File: src/inc/logic_op_pkg.sv
// Shared types and constants for the logic-op decode and timing block
package logic_op_pkg;

	// Opcode groups (high nibble) and operand forms (low nibble)
	localparam logic [7:0] OPC_RLC = 8'h33;
	localparam logic [3:0] GRP_OR = 4'h4;
	localparam logic [3:0] GRP_AND = 4'h5;
	localparam logic [3:0] GRP_XOR = 4'h6;
	localparam logic [3:0] FORM_DIR_A = 4'h2;
	localparam logic [3:0] FORM_DIR_IMM = 4'h3;
	localparam logic [3:0] FORM_A_IMM = 4'h4;
	localparam logic [3:0] FORM_A_DIR = 4'h5;
	localparam logic [3:0] FORM_IND0 = 4'h6;
	localparam logic [3:0] FORM_IND1 = 4'h7;
	localparam logic [3:0] FORM_REG0 = 4'h8;

	// Byte lengths and clock counts share one encoding
	localparam logic [1:0] CNT_0 = 2'h0;
	localparam logic [1:0] CNT_1 = 2'h1;
	localparam logic [1:0] CNT_2 = 2'h2;
	localparam logic [1:0] CNT_3 = 2'h3;

	// Accumulator sign bit, carried out by the rotate
	localparam int ACC_MSB = 7;

	typedef enum logic [2:0] {FN_NONE, FN_AND, FN_OR, FN_XOR, FN_RLC} func_t;
	typedef enum logic [2:0] {SRC_NONE, SRC_REG, SRC_MEM, SRC_IMM1, SRC_ACC, SRC_IMM2} src_t;
	typedef enum logic [1:0] {ST_IDLE = 2'b00, ST_RUN = 2'b01} state_t;

	typedef struct packed {
		logic legal;
		func_t func;
		src_t src;
		logic dst_mem;
		logic [1:0] len;
		logic [1:0] cyc;
	} decode_t;

	typedef struct packed {
		logic [7:0] opcode;
		logic [7:0] imm1;
		logic [7:0] imm2;
	} issue_t;

	typedef struct packed {
		logic [7:0] acc;
		logic carry;
		logic [7:0] reg_val;
		logic [7:0] mem_val;
	} opnd_t;

	typedef struct packed {
		logic acc_we;
		logic mem_we;
		logic carry_we;
		logic [7:0] mem_addr;
		logic [7:0] data;
		logic carry;
	} result_t;

endpackage : logic_op_pkg

File: src/logic/logic_op_decode_timing.sv
// Logical and rotate-through-carry execution with instruction timing
`timescale 1ns/1ns
module logic_op_decode_timing
	import logic_op_pkg::*;
(
	input wire logic core_clk,
	input wire logic rst_b,
	input wire logic start,
	input wire issue_t issue,
	input wire opnd_t opnd,
	output logic busy_q,
	output logic done_q,
	output logic unsup_q,
	output result_t res_q,
	output logic [1:0] len_q,
	output logic [1:0] cyc_q
);

	decode_t dec;
	logic take;
	logic finish;
	logic [7:0] opx;
	logic [7:0] opy;
	logic [7:0] value;
	logic carry_n;
	result_t calc;
	state_t state_q;
	state_t state_d;
	logic [1:0] remain_q;
	result_t pend_q;
	logic pend_unsup_q;
	logic [1:0] pend_len_q;
	logic [1:0] pend_cyc_q;

	logic_op_decoder u_dec (
		.opcode(issue.opcode),
		.dec(dec)
	);

	// Requests during a multi-clock instruction are ignored, not queued
	assign take = start && (state_q == ST_IDLE);

	// Operands are sampled at issue so the core may move on
	always_comb begin
		opx = dec.dst_mem ? opnd.mem_val : opnd.acc;
		case (dec.src)
			SRC_REG: opy = opnd.reg_val;
			SRC_MEM: opy = opnd.mem_val;
			SRC_IMM1: opy = issue.imm1;
			SRC_ACC: opy = opnd.acc;
			SRC_IMM2: opy = issue.imm2;
			default: opy = '0;
		endcase
	end

	always_comb begin
		value = opnd.acc;
		carry_n = opnd.carry;
		case (dec.func)
			FN_AND: value = opx & opy;
			FN_OR: value = opx | opy;
			FN_XOR: value = opx ^ opy;
			FN_RLC: begin
				value = {opnd.acc[ACC_MSB-1:0], opnd.carry};
				carry_n = opnd.acc[ACC_MSB];
			end
			default: value = opnd.acc;
		endcase
	end

	always_comb begin
		calc.mem_we = dec.legal && dec.dst_mem && (dec.func != FN_RLC);
		calc.acc_we = dec.legal && !dec.dst_mem;
		calc.carry_we = (dec.func == FN_RLC);
		calc.mem_addr = dec.dst_mem ? issue.imm1 : '0;
		calc.data = value;
		calc.carry = carry_n;
	end

	always_comb begin
		state_d = state_q;
		case (state_q)
			ST_IDLE: begin
				if (take && dec.cyc != CNT_1) begin
					state_d = ST_RUN;
				end
			end
			ST_RUN: begin
				if (remain_q == CNT_1) begin
					state_d = ST_IDLE;
				end
			end
			default: state_d = ST_IDLE;
		endcase
	end

	assign finish = (take && dec.cyc == CNT_1) || (state_q == ST_RUN && remain_q == CNT_1);

	always_ff @(posedge core_clk or negedge rst_b) begin
		if (!rst_b) begin
			state_q <= ST_IDLE;
			busy_q <= 1'b0;
		end else begin
			state_q <= state_d;
			busy_q <= (state_d == ST_RUN);
		end
	end

	always_ff @(posedge core_clk or negedge rst_b) begin
		if (!rst_b) begin
			remain_q <= CNT_0;
		end else if (take) begin
			remain_q <= dec.cyc - CNT_1;
		end else if (state_q == ST_RUN) begin
			remain_q <= remain_q - CNT_1;
		end
	end

	// Held result keeps write strobes away from the core until completion
	always_ff @(posedge core_clk or negedge rst_b) begin
		if (!rst_b) begin
			pend_q <= '0;
			pend_unsup_q <= 1'b0;
			pend_len_q <= CNT_0;
			pend_cyc_q <= CNT_0;
		end else if (take) begin
			pend_q <= calc;
			pend_unsup_q <= !dec.legal;
			pend_len_q <= dec.len;
			pend_cyc_q <= dec.cyc;
		end
	end

	always_ff @(posedge core_clk or negedge rst_b) begin
		if (!rst_b) begin
			done_q <= 1'b0;
			unsup_q <= 1'b0;
			res_q <= '0;
			len_q <= CNT_0;
			cyc_q <= CNT_0;
		end else begin
			done_q <= finish;
			if (finish) begin
				res_q <= take ? calc : pend_q;
				unsup_q <= take ? !dec.legal : pend_unsup_q;
				len_q <= take ? dec.len : pend_len_q;
				cyc_q <= take ? dec.cyc : pend_cyc_q;
			end else begin
				res_q.acc_we <= 1'b0;
				res_q.mem_we <= 1'b0;
				res_q.carry_we <= 1'b0;
				unsup_q <= 1'b0;
			end
		end
	end

	logic grp_ok;
	logic [3:0] form;
	logic [1:0] meas_q;
	assign grp_ok = issue.opcode[7:4] inside {GRP_AND, GRP_OR, GRP_XOR};
	assign form = issue.opcode[3:0];

	// Clocks since issue, for comparison at completion
	always_ff @(posedge core_clk or negedge rst_b) begin
		if (!rst_b) begin
			meas_q <= CNT_0;
		end else if (take) begin
			meas_q <= CNT_1;
		end else if (busy_q) begin
			meas_q <= meas_q + CNT_1;
		end
	end
endmodule : logic_op_decode_timing

File: src/logic/logic_op_decoder.sv
// Opcode decoder: function, operand source, length and clock count
`timescale 1ns/1ns
module logic_op_decoder
	import logic_op_pkg::*;
(
	input wire logic [7:0] opcode,
	output decode_t dec
);

	logic [3:0] grp;
	logic [3:0] form;
	assign grp = opcode[7:4];
	assign form = opcode[3:0];

	always_comb begin
		dec = '{legal: 1'b0, func: FN_NONE, src: SRC_NONE, dst_mem: 1'b0, len: CNT_1, cyc: CNT_1};
		if (opcode == OPC_RLC) begin
			dec.legal = 1'b1;
			dec.func = FN_RLC;
		end else if ((grp == GRP_AND || grp == GRP_OR || grp == GRP_XOR) && form >= FORM_DIR_A) begin
			dec.legal = 1'b1;
			case (grp)
				GRP_AND: dec.func = FN_AND;
				GRP_OR: dec.func = FN_OR;
				default: dec.func = FN_XOR;
			endcase
			case (form)
				FORM_DIR_A: begin
					dec.src = SRC_ACC;
					dec.dst_mem = 1'b1;
					dec.len = CNT_2;
					dec.cyc = CNT_2;
				end
				FORM_DIR_IMM: begin
					dec.src = SRC_IMM2;
					dec.dst_mem = 1'b1;
					dec.len = CNT_3;
					dec.cyc = CNT_3;
				end
				FORM_A_IMM: begin
					dec.src = SRC_IMM1;
					dec.len = CNT_2;
					dec.cyc = CNT_2;
				end
				FORM_A_DIR: begin
					dec.src = SRC_MEM;
					dec.len = CNT_2;
					dec.cyc = CNT_2;
				end
				FORM_IND0, FORM_IND1: begin
					dec.src = SRC_MEM;
					dec.cyc = CNT_2;
				end
				default: begin
					dec.src = SRC_REG;
				end
			endcase
		end
	end

endmodule : logic_op_decoder

File: config.mk
export PLATFORM = sky130hd
export DESIGN_NAME = logic_op_decode_timing
export DESIGN_NICKNAME = d
export VERILOG_FILES = /design/src/inc/logic_op_pkg.sv /design/src/logic/logic_op_decode_timing.sv /design/src/logic/logic_op_decoder.sv
export SDC_FILE = /design/constraint.sdc
export NUM_CORES = 1
export LEC_CHECK = 0
export ABC_AREA = 0
export BUFFER_PORTS_ARGS = -buffer_cell sky130_fd_sc_hd__buf_2
export CAP_MARGIN = 5
export CORE_UTILIZATION = 55
export CTS_CLUSTER_DIAMETER = 80
export CTS_CLUSTER_SIZE = 12
export DETAILED_ROUTE_END_ITERATION = 12
export PLACE_DENSITY = 0.88
export SLEW_MARGIN = 20
export SYNTH_ARGS = -nofsm -noshare
export SYNTH_HDL_FRONTEND = slang
export SYNTH_SLANG_ARGS = --single-unit
export TNS_END_PERCENT = 20
File: constraint.sdc
create_clock -name core_clk -period 2.2 [get_ports core_clk]
set_input_delay 0.44 -clock core_clk [delete_from_list [all_inputs] [get_ports core_clk]]
set_output_delay 0.44 -clock core_clk [all_outputs]
set_load 0.02 [all_outputs]
==> results of run 1 <==
cells by family (layout without fill, tap and decap cells):
group                    after synthesis  after routing  synth area share [%]
AND/OR/NAND/NOR                      129            129                 19.83
multiplexers                          21             21                 6.705
buffers and inverters                 59            155                 7.489
adder cells (fa/ha/maj)               18             18                 6.420
other                                  1              1                0.1069
flip-flops                            56             56                 39.94
XOR/XNOR                               1              1                0.2497
AO/OA/AOI/OAI                         89             89                 19.26
layout by cell type (no fill, tap or decap), types with 7 or more instances in the layout:
master   netlist  routed
inv_1         29      28
a221o_1        8       8
dfrtp_1       56      56
or3_1         10      10
nand2_1       44      44
nor2_1        24      18
buf_6          3       7
nor2b_1       14      12
nand3_1        8       8
buf_2          6      74
a21oi_1       12       9
a32oi_1        8       8
o32ai_2        1       8
a31oi_1       10      10
o31ai_1       19      13
mux2_2        20      20
ha_1          18      12
buf_4          3      31
repair_timing:
action                     in CTS  in global routing
buffers inserted                0                  6
pin swaps                       4                 24
setup endpoints to repair      28                 31
gates resized for setup        12                 48
cloned                          0                  1
routing by layer:
metal | track usage [%] | vias to the layer above | routed length (µm)
met5 | 0 | - | 0
met4 | 10.70 | 0 | 668
met3 | 4.889 | 93 | 1185
met2 | 49.42 | 289 | 5295
met1 | 38.24 | 1647 | 4077
li1 | - | 1529 | -
sequential cells by signal, summed over array words and instances (netlist names):
name and count:
busy_q 1, cyc_q 2, done_q 1, len_q 2
pend_cyc_q 2, pend_len_q 2, pend_q 20, pend_unsup_q 1
remain_q 2, res_q 20, state_q 2, unsup_q 1
where the power goes:
group	internal [W]	leakage [nW]	total, W	switching, W
Clock	0.000232	0.0423	0.000593	0.000361
Combinational	0.000355	1.45	0.000859	0.000504
Sequential	0.00116	0.709	0.00123	0.0000742
through the flow:
step	TNS (ps)	setup WS, ps	instance area, µm²	hold WS [ps]
floorplan	-11360	-436.4	3545	144.4
global placement	-12700	-584.4	4155	444.9
detailed placement	-15380	-726.1	4155	453.1
CTS	-3060	-209.5	4319	268.1
global route	-4819	-402.6	4602	301.3
finish	-3413	-243.5	4602	243.6
cell type report:
type	instances	area, µm²	share of cell area, %
multi-input combinational	259	2101	45.65
clock buffer	5	68.82	1.495
inverter	29	108.9	2.365
sequential	56	1401	30.45
timing repair buffer	118	802.0	17.43
tap	75	93.84	2.039
clock inverter	3	26.28	0.5710
worst reg2reg max path: stages (launching register included):
cell and delay (ps):
dfrtp_1 500, or3b_2 570, buf_4 250, nand2_1 160
mux2_2 170, o31ai_1 60
final timing paths:
check                              to  slack (ps)  startpoint  depth (start not counted)
hold reg to reg            pend_q[19]         470  pend_q[19]                          2
setup / recovery            pend_q[5]        -240   issue[21]                         11
min in group core_clk      pend_q[12]         420   issue[11]                          3
max in group asynchronous  pend_q[19]        1480       rst_b                          2
hold / removal               res_q[4]         240       rst_b                          2
setup reg to reg             res_q[8]         390  state_q[0]                          5
==> results.md, run 1 <==
* Critical path data arrival time at 2670 ps
* Core Area at 6026 µm²
* Buf+Inv Stages, Crit Path at 2
* Post-synth EDFFs at 0
* DRC at 0
* Slowest stage cell on the critical path: nor4_4
* Status: complete, but fails checks
* Cell taking the most area after synthesis: dfrtp_1
* CP Cell Sequence: buf_6 > and2_4 > nor4_4 > and2b_2 > clkbuf_16 > a221oi_1 > ha_2 > nor2b_1 > o32ai_2 > a22oi_1 > o31ai_1
* Num rows at 28
* Share of layout cells above drive strength 1 at 42.34%
* Tcrit/Tclk final at 111.1%
* Via count at 3558
* Starting Density at 58.22%
* Share of Yosys cell area claimed by the top area cell type at 39.94%
* Setup violations, final at 28
* Crit Path Category: primary input to flop
* HP Class: primary input to async pin
* ANT cells at 0
* Register area share after synthesis at 39.94%
* CTS tree: yes
* Bufs on Longest Clock Path at 2
* Final cell count without fillers at 545
* Ys flop type: dfrtp_1
* Syn Inst Count at 374
* Headroom to the max-slew limit at 51.69%
* Clock Sinks at 56
* All-Layer GR Usage at 29.50%
* Ports at 79
* Critical path fanouts, max at 8
* MaxCap Viol Count at 0
* Ranking of synthesized cells by area: dfrtp_1 40%, ha_1 6.4%, mux2_2 6.4%
* PwrDens at 583.7 nW/µm²
* Final WS setup at -243.5 ps
* 1st-pass router iterations at 6
* Synth warnings at 0
* Synth Register Bits at 56
* Cts bufs inserted at 5
* I/O Buffers at 78
* Peak Freq at 0.4092 GHz
* Static leakage at 2.200 nW
* Data required time of the worst path at roughly 2400 ps
* Number of failing hold endpoints at the final stage at 0
* Failing checks: negative setup slack
* Vert. Die Dim at 81.87 µm
* DR iter-0 viols at 412
* Die ar. at ~6700 µm²
* Final core utilization at about three quarters
* Minimum clock period at 2444 ps
* Via-to-Cell Ratio at 6.528
* Post-CTS Hold Fix Bufs at 0
* Cell Area, Synth at 3508 µm²
* First-pass GRT wire length at 14800 µm
* Largest net degree at the start of global routing at 57
* Syn Nets at 444
* HPWL after DPL at 6692 µm
* H-tree depth at 2
* Largest delay share family, worst path: simple AND/OR/NAND/NOR gates
* Measured slew at the worst slew-check pin at 724.7 ps
* Post-synth ARST share at 100.0%
* RSZ-0062 raised after global routing: true
* Post-synth top cells: 56 x dfrtp_1, 44 x nand2_1, 29 x inv_1
* Type of origin of the critical path: primary input
* Gr ovfl total at 0
* # fillers at ~380
* Library cells used by synthesis at 48
* Layout overhead on the synthesized area at 31.17%
* CP endpoint kind: flop
* Top-count cell post-synth: dfrtp_1
* Total power at roughly 0.0027 W
* Root Driver: clkbuf_8
* Final nets at 539
* Chip width at 81.87 µm
* Routed Antenna Nets at 0
* Peak VDD IR at 601.7 µV
* Slowest stage delay, CP at 340 ps
* Post-Route Skew at 5.127 ps
* Syn_area_per_cell at 9.381 µm²
* Avg WL per Cell at roughly 21 µm
* Post-Place Cells at 530
* Clk Latency, worst-skew pair at 320 ps
* GP Congestion at 0.9762
* Slew Viols, Final at 0
* Worst-path clk slew at about 100 ps
* Antenna violations before repair at 0
* Vias in the first global route at around 3000
* WL final at between 10000 and 15000 µm
(Power assumes the default switching activity.)
==> run 2: changes to the inputs <==
--- a/config.mk
+++ b/config.mk
@@ -13,6 +13,7 @@
 export CTS_CLUSTER_SIZE = 12
 export DETAILED_ROUTE_END_ITERATION = 12
 export PLACE_DENSITY = 0.88
+export RECOVER_POWER = 100
 export SLEW_MARGIN = 20
 export SYNTH_ARGS = -nofsm -noshare
 export SYNTH_HDL_FRONTEND = slang
==> run 2 against run 1 <==
  * The flow still finishes with violations (negative setup slack)
  * Sequential share of layout area increased by 0.24 points
  * Maximum frequency decreased by 0.11%
  * Register-to-register slack about the same
  * Hold slack improved by 160 ps
  * Clock-buffer cell count unchanged
  * Die area unchanged
  * Cell area decreased by 0.79%
  * Wire length decreased by 0.34%
  * Cell count unchanged
  * Largest cell class unchanged
  * Largest power group unchanged
  * Highest routed layer unchanged
==> results.md, run 2 (synthesized netlist as in run 1, its figures left out) <==
* Chip width at 81.87 µm (unchanged)
* Antenna violations before repair at 0 (unchanged)
* Most frequent cells in the layout: 56 x dfrtp_1, 47 x buf_2, 44 x nand2_1
* I/O Buffers at 78 (unchanged)
* Total power at 0.002661 W (-0.95%)
* Share of layout cells above drive strength 1 at 36.38% (-6.0 points)
* HP Class: primary input to flop
* Peak Freq at 0.4088 GHz (-0.11%)
* Vert. Die Dim at 81.87 µm (unchanged)
* RSZ-0062 raised after global routing: true
* Post-Route Skew at 4.861 ps (-0.2653 ps)
* Peak VDD IR at 599.5 µV (-0.36%)
* Num rows at 28 (unchanged)
* Largest registers: pend_q: 20 flops, res_q: 20 flops
* Setup violations, final at 28 (unchanged)
* Status: complete, but fails checks
* WL final at 11190 µm (-0.34%)
* Vias in the first global route at 3007 (unchanged)
* Data required time of the worst path at 2420 ps (about the same)
* Final WS setup at -246.3 ps (-2.727 ps)
* MaxCap Viol Count at 0 (unchanged)
* Layout overhead on the synthesized area at 30.14%
* DRC at 0 (unchanged)
* Routed Antenna Nets at 0 (unchanged)
* Slew Viols, Final at 0 (unchanged)
* Failing checks: negative setup slack
* Gr ovfl total at 0 (unchanged)
* CTS tree: yes
* Slowest stage cell on the critical path: nor4_4
* Slowest stage delay, CP at 340 ps (about the same)
* Combinational Power Share at 31.3% (-0.7 points)
* Cts bufs inserted at 5 (unchanged)
* All-Layer GR Usage at 29.50% (unchanged)
* Via-to-Cell Ratio at 6.446 (-1.3%)
* Clk Latency, worst-skew pair at 320 ps (about the same)
* Root Driver: clkbuf_8
* ANT cells at 0 (unchanged)
* Ports at 79 (unchanged)
* DR iter-0 viols at 472 (+15%)
* HPWL after DPL at 6692 µm (unchanged)
* Largest net degree at the start of global routing at 57 (unchanged)
* Headroom to the max-slew limit at 8.031% (-44 points)
* Tcrit/Tclk final at 111.2% (+0.12 points)
* Worst-path clk slew at 100 ps (about the same)
* Final core utilization at 75.77% (-0.60 points)
* NetSw at 0.0009390 W (about the same)
* Via count at 3513 (-1.3%)
* CP endpoint kind: flop
* Number of failing hold endpoints at the final stage at 0 (unchanged)
* Measured slew at the worst slew-check pin at 1380 ps (+654.8 ps)
* CP Cell Sequence: buf_6 > and2_4 > nor4_4 > and2b_2 > clkbuf_16 > a221oi_1 > ha_2 > nor2b_1 > o32ai_2 > a22oi_1 > o31ai_1
* Final nets at 539 (unchanged)
* Flop pwr share at 46.5% (+0.6 points)
* Starting Density at 58.22% (unchanged)
* Die ar. at 6702 µm² (unchanged)
* Clock Sinks at 56 (unchanged)
* Crit Path Category: primary input to flop
* GP Congestion at 0.9762 (unchanged)
* Critical path data arrival time at 2670 ps (about the same)
* Avg WL per Cell at 20.53 µm (-0.34%)
* Static leakage at 2.111 nW (-4.1%)
* Clk network pwr share at 22.2% (about the same)
* Bufs on Longest Clock Path at 2 (unchanged)
* Switching share of power at 35.29% (+0.33 points)
* First-pass GRT wire length at 14800 µm (unchanged)
* PwrDens at 582.8 nW/µm² (-0.17%)
* Type of origin of the critical path: primary input
* Hold Slack at 407.8 ps (+164.3 ps)
* Critical path fanouts, max at 8 (unchanged)
* Cell Int Power at 0.001722 W (-1.5%)
* Most common cell after layout, fill and taps aside: dfrtp_1
* Core Area at 6026 µm² (unchanged)
* Minimum clock period at 2446 ps (+2.727 ps)
* Final TNS setup at -3201 ps (+212.2 ps)
* 1st-pass router iterations at 5 (-1)
* H-tree depth at 2 (unchanged)
run 2: cell types whose count changed in the layout (fill, tap and decap cells not counted):
cell,previous run,this run
buf_2,74,47
clkbuf_1,0,27
buf_4,31,30
clkbuf_2,0,1
mux2_1,0,1
mux2_2,20,19
run 2: what timing repair did:
| action | CTS | global route |
|---|---|---|
| pin swaps | 4 | 24 |
| hold endpoints to repair | 0 | 0 |
| cloned | 0 | 1 |
| hold buffers | 0 | 0 |
| setup endpoints to repair | 28 | 31 |
| resized for setup | 12 | 48 |
| setup buffers | 0 | 6 |
run 2: final cells by class:
class | count | area [µm²]
Multi-Input combinational cell | 259 | 2101
Fill cell | 393 | 1460
Sequential cell | 56 | 1401
Timing Repair Buffer | 118 | 765.7
Inverter | 29 | 108.9
Tap cell | 75 | 93.84
Clock buffer | 5 | 68.82
Clock inverter | 3 | 26.28
run 2: path summary, 6_finish.rpt:
path / from / end / slack (ps) / depth (start not counted)
worst max register to register: state_q[0] / res_q[8] / 380 / 5
worst max-delay path: issue[21] / pend_q[5] / -250 / 11
min in group asynchronous: rst_b / pend_q[5] / 500 / 2
max in group asynchronous: rst_b / pend_len_q[1] / 870 / 2
worst min register to register: pend_q[19] / pend_q[19] / 470 / 2
worst min-delay path: issue[13] / pend_q[14] / 410 / 3
run 2: metrics by stage:
stage	setup slack [ps]	instance area, µm²	std cells
after floorplan	-436.4	3545	374
after global placement	-584.4	4155	530
after detailed placement	-726.1	4155	530
after CTS	-209.5	4319	538
after global routing	-402.6	4566	545
final	-246.3	4566	545
run 2: power groups by stage:
| stage | registers [W] | logic, W | clock network [W] |
|---|---|---|---|
| 2_1_floorplan | 0.00134 | 0.000348 | 0 |
| 3_3_place_gp | 0.00124 | 0.000713 | 0 |
| 3_5_place_dp | 0.00125 | 0.000740 | 0 |
| 4_1_cts | 0.00123 | 0.000763 | 0.000595 |
| 5_1_grt | 0.00125 | 0.000896 | 0.000631 |
| 6_report | 0.00124 | 0.000832 | 0.000591 |
run 2: critical path, delay by kind of cell:
kind | cells | cell delay, ps
adders and majority gates | 1 | 180
and+or+nand+nor | 4 | 940
buffers and inverters | 2 | 270
AOI/OAI and AO/OA | 4 | 830
run 2: layer usage:
| metal | routed length, µm | vias up | global-route usage [%] |
|---|---|---|---|
| li1 | - | 1532 | - |
| met1 | 4057 | 1635 | 38.24 |
| met2 | 5362 | 267 | 49.42 |
| met3 | 1158 | 79 | 4.889 |
| met4 | 609 | 0 | 10.70 |
| met5 | 0 | - | 0 |
==> run 3: changes to the inputs <==
--- a/config.mk
+++ b/config.mk
@@ -8,6 +8,7 @@
 export ABC_AREA = 0
 export BUFFER_PORTS_ARGS = -buffer_cell sky130_fd_sc_hd__buf_2
 export CAP_MARGIN = 5
+export CORE_MARGIN = 8
 export CORE_UTILIZATION = 55
 export CTS_CLUSTER_DIAMETER = 80
 export CTS_CLUSTER_SIZE = 12
==> constraint.sdc (replaced) <==
create_clock -name core_clk -period 2.35 [get_ports core_clk]
set_input_delay 0.47 -clock core_clk [delete_from_list [all_inputs] [get_ports core_clk]]
set_output_delay 0.47 -clock core_clk [all_outputs]
set_load 0.02 [all_outputs]
==> run 3 against run 2 <==
  * The run still ends with negative setup slack left
  * Register-to-register slack better by 30 ps
  * Wire length is 3.6% lower
  * Global-route usage down 6.6 points
  * Critical path type unchanged
  * Largest cell class unchanged
  * Highest routed layer unchanged
==> results.md, run 3 (synthesized netlist as in run 1, its figures left out) <==
* Critical path data arrival time at 2700 ps (+30 ps)
* CP endpoint kind: flop
* Headroom to the max-slew limit at 7.941% (-0.090 points)
* Buf+Inv Stages, Crit Path at 2 (unchanged)
* Most frequent cells in the layout: 56 x dfrtp_1, 48 x buf_2, 44 x nand2_1
* Final WS setup at -153.2 ps (+93.10 ps)
* Data required time of the worst path at 2550 ps (+130 ps)
* GP Congestion at 0.8731 (-11%)
* ANT cells at 0 (unchanged)
* Measured slew at the worst slew-check pin at 1381 ps (+1.356 ps)
* Most common cell after layout, fill and taps aside: dfrtp_1
* Die ar. at 9190 µm² (+37%)
* Minimum clock period at ~2500 ps
* First-pass GRT wire length at 16560 µm (+12%)
* PwrDens at 553.6 nW/µm² (-5.0%)
* Bufs on Longest Clock Path at 2 (unchanged)
* Core Area at 6277 µm² (+4.2%)
* Crit Path Category: primary input to flop
* Peak VDD IR at 400.3 µV (-33%)
* RSZ-0062 raised after global routing: true
* Tcrit/Tclk final at 106.5%
* Via count at 3396 (-3.3%)
* Total power at 0.002449 W (-8.0%)
* Type of origin of the critical path: primary input
* CTS tree: yes
* MaxCap Viol Count at 0 (unchanged)
* Chip width at 95.87 µm (+17%)
* H-tree depth at 2 (unchanged)
* Status: complete, but fails checks
* DR iter-0 viols at 238 (-50%)
* Peak Freq at around 0.4 GHz
* Critical path fanouts, max at 5 (-3)
* All-Layer GR Usage at 22.92% (-6.6 points)
* WL final at 10790 µm (-3.6%)
* Avg WL per Cell at 19.79 µm (-3.6%)
* HP Class: primary input to flop
* Routed Antenna Nets at 0 (unchanged)
* Ports at 79 (unchanged)
* Failing checks: negative setup slack
* Starting Density at 55.89% (-2.3 points)
* Post-CTS Hold Fix Bufs at 0 (unchanged)
* Slowest stage delay, CP at 370 ps (+30 ps)
* Slowest stage cell on the critical path: nor4_4
* Root Driver: clkbuf_8
* Slew Viols, Final at 0 (unchanged)
* Setup violations, final at 16 (-43%)
* Post-Route Skew at 4.691 ps (-0.1705 ps)
* CP Cell Sequence: buf_6 > and2_4 > or2_4 > nor4_4 > buf_4 > a221o_1 > ha_1 > nor2b_1 > o32ai_2 > a22oi_1 > o31ai_1
* Via-to-Cell Ratio at 6.231 (-3.3%)
* DRC at 0 (unchanged)
* I/O Buffers at 78 (unchanged)
* Share of layout cells above drive strength 1 at 32.48% (-3.9 points)
* Largest registers: pend_q: 20 flops, res_q: 20 flops
* Clk Latency, worst-skew pair at 310 ps (about the same)
* Layout overhead on the synthesized area at 26.07%
* Worst-path clk slew at 110 ps (about the same)
* Clock Sinks at 56 (unchanged)
* HPWL after DPL at 7248 µm (+8.3%)
* 1st-pass router iterations at 5 (unchanged)
* Final core utilization at 70.46% (-5.3 points)
* Largest delay share family, worst path: compound AO/OA/AOI/OAI gates
* Number of failing hold endpoints at the final stage at 0 (unchanged)
* Static leakage at 2.082 nW (-1.4%)
* Antenna violations before repair at 0 (unchanged)
* Gr ovfl total at 0 (unchanged)
* Cts bufs inserted at 5 (unchanged)
* Largest net degree at the start of global routing at 57 (unchanged)
* Vert. Die Dim at 95.87 µm (+17%)
* Vias in the first global route at 3533 (+17%)
* Num rows at 29 (+3.6%)
* # fillers at 456 (+16%)
* Final nets at 537 (-0.37%)
[run 3: repair_timing]
item / 4_1_cts / 5_1_grt
cloned: 1 / 0
pin swaps: 7 / 27
resized for setup: 15 / 21
endpoints found under the setup margin: 16 / 19
buffers inserted: 4 / 2
[run 3: worst min-delay path, cell delays in order]
cell	delay (ps)
buf_2	120
nand3_1	90
nand2_1	50
[run 3: metrics by stage]
step	worst slack [ps]	area (µm²)	instances	hold WS, ps	TNS (ps)
floorplan	-316.4	3545	374	174.4	-7643
global placement	-461.5	4143	530	444.1	-6915
detailed placement	-570.2	4143	530	458.3	-9581
CTS	-32.04	4358	543	146.5	-92.74
global route	-209.9	4423	545	450.0	-2401
finish	-153.2	4423	545	450.4	-1199
[run 3: cell type report]
class                           instances  area [µm²]  area share [%]
Clock buffer                            5       68.82           1.556
Clock inverter                          3       28.78          0.6506
Inverter                               29       108.9           2.461
Multi-Input combinational cell        259        2003           45.29
Sequential cell                        56        1401           31.68
Tap cell                               77       96.34           2.178
Timing Repair Buffer                  116       715.7           16.18
[run 3: final timing paths]
path / to / slack, ps / startpoint / depth (start not counted)
setup / recovery: res_q[4] / -150 / issue[21] / 11
hold / removal: pend_q[16] / 450 / issue[15] / 3
setup reg to reg: res_q[17] / 410 / state_q[0] / 3
hold reg to reg: pend_q[19] / 480 / pend_q[19] / 2
max in group asynchronous: pend_q[11] / 980 / rst_b / 2
min in group asynchronous: res_q[4] / 540 / rst_b / 2
[run 3: metal layers]
| layer | wire, µm | vias to the layer above | track usage, % |
|---|---|---|---|
| li1 | - | 1528 | - |
| met1 | 4199 | 1608 | 27.78 |
| met2 | 5251 | 210 | 36.46 |
| met3 | 956 | 50 | 5.616 |
| met4 | 378 | 0 | 13.32 |
| met5 | 0 | - | 0 |
[run 3: report_power, final]
| group | total, W | switching, W | leakage (nW) | internal (W) |
|---|---|---|---|---|
| Sequential | 0.00115 | 0.0000625 | 0.709 | 0.00109 |
| Combinational | 0.000741 | 0.000450 | 1.32 | 0.000291 |
| Clock | 0.000559 | 0.000334 | 0.0511 | 0.000226 |
| Total | 0.00245 | 0.000846 | 2.08 | 0.00160 |
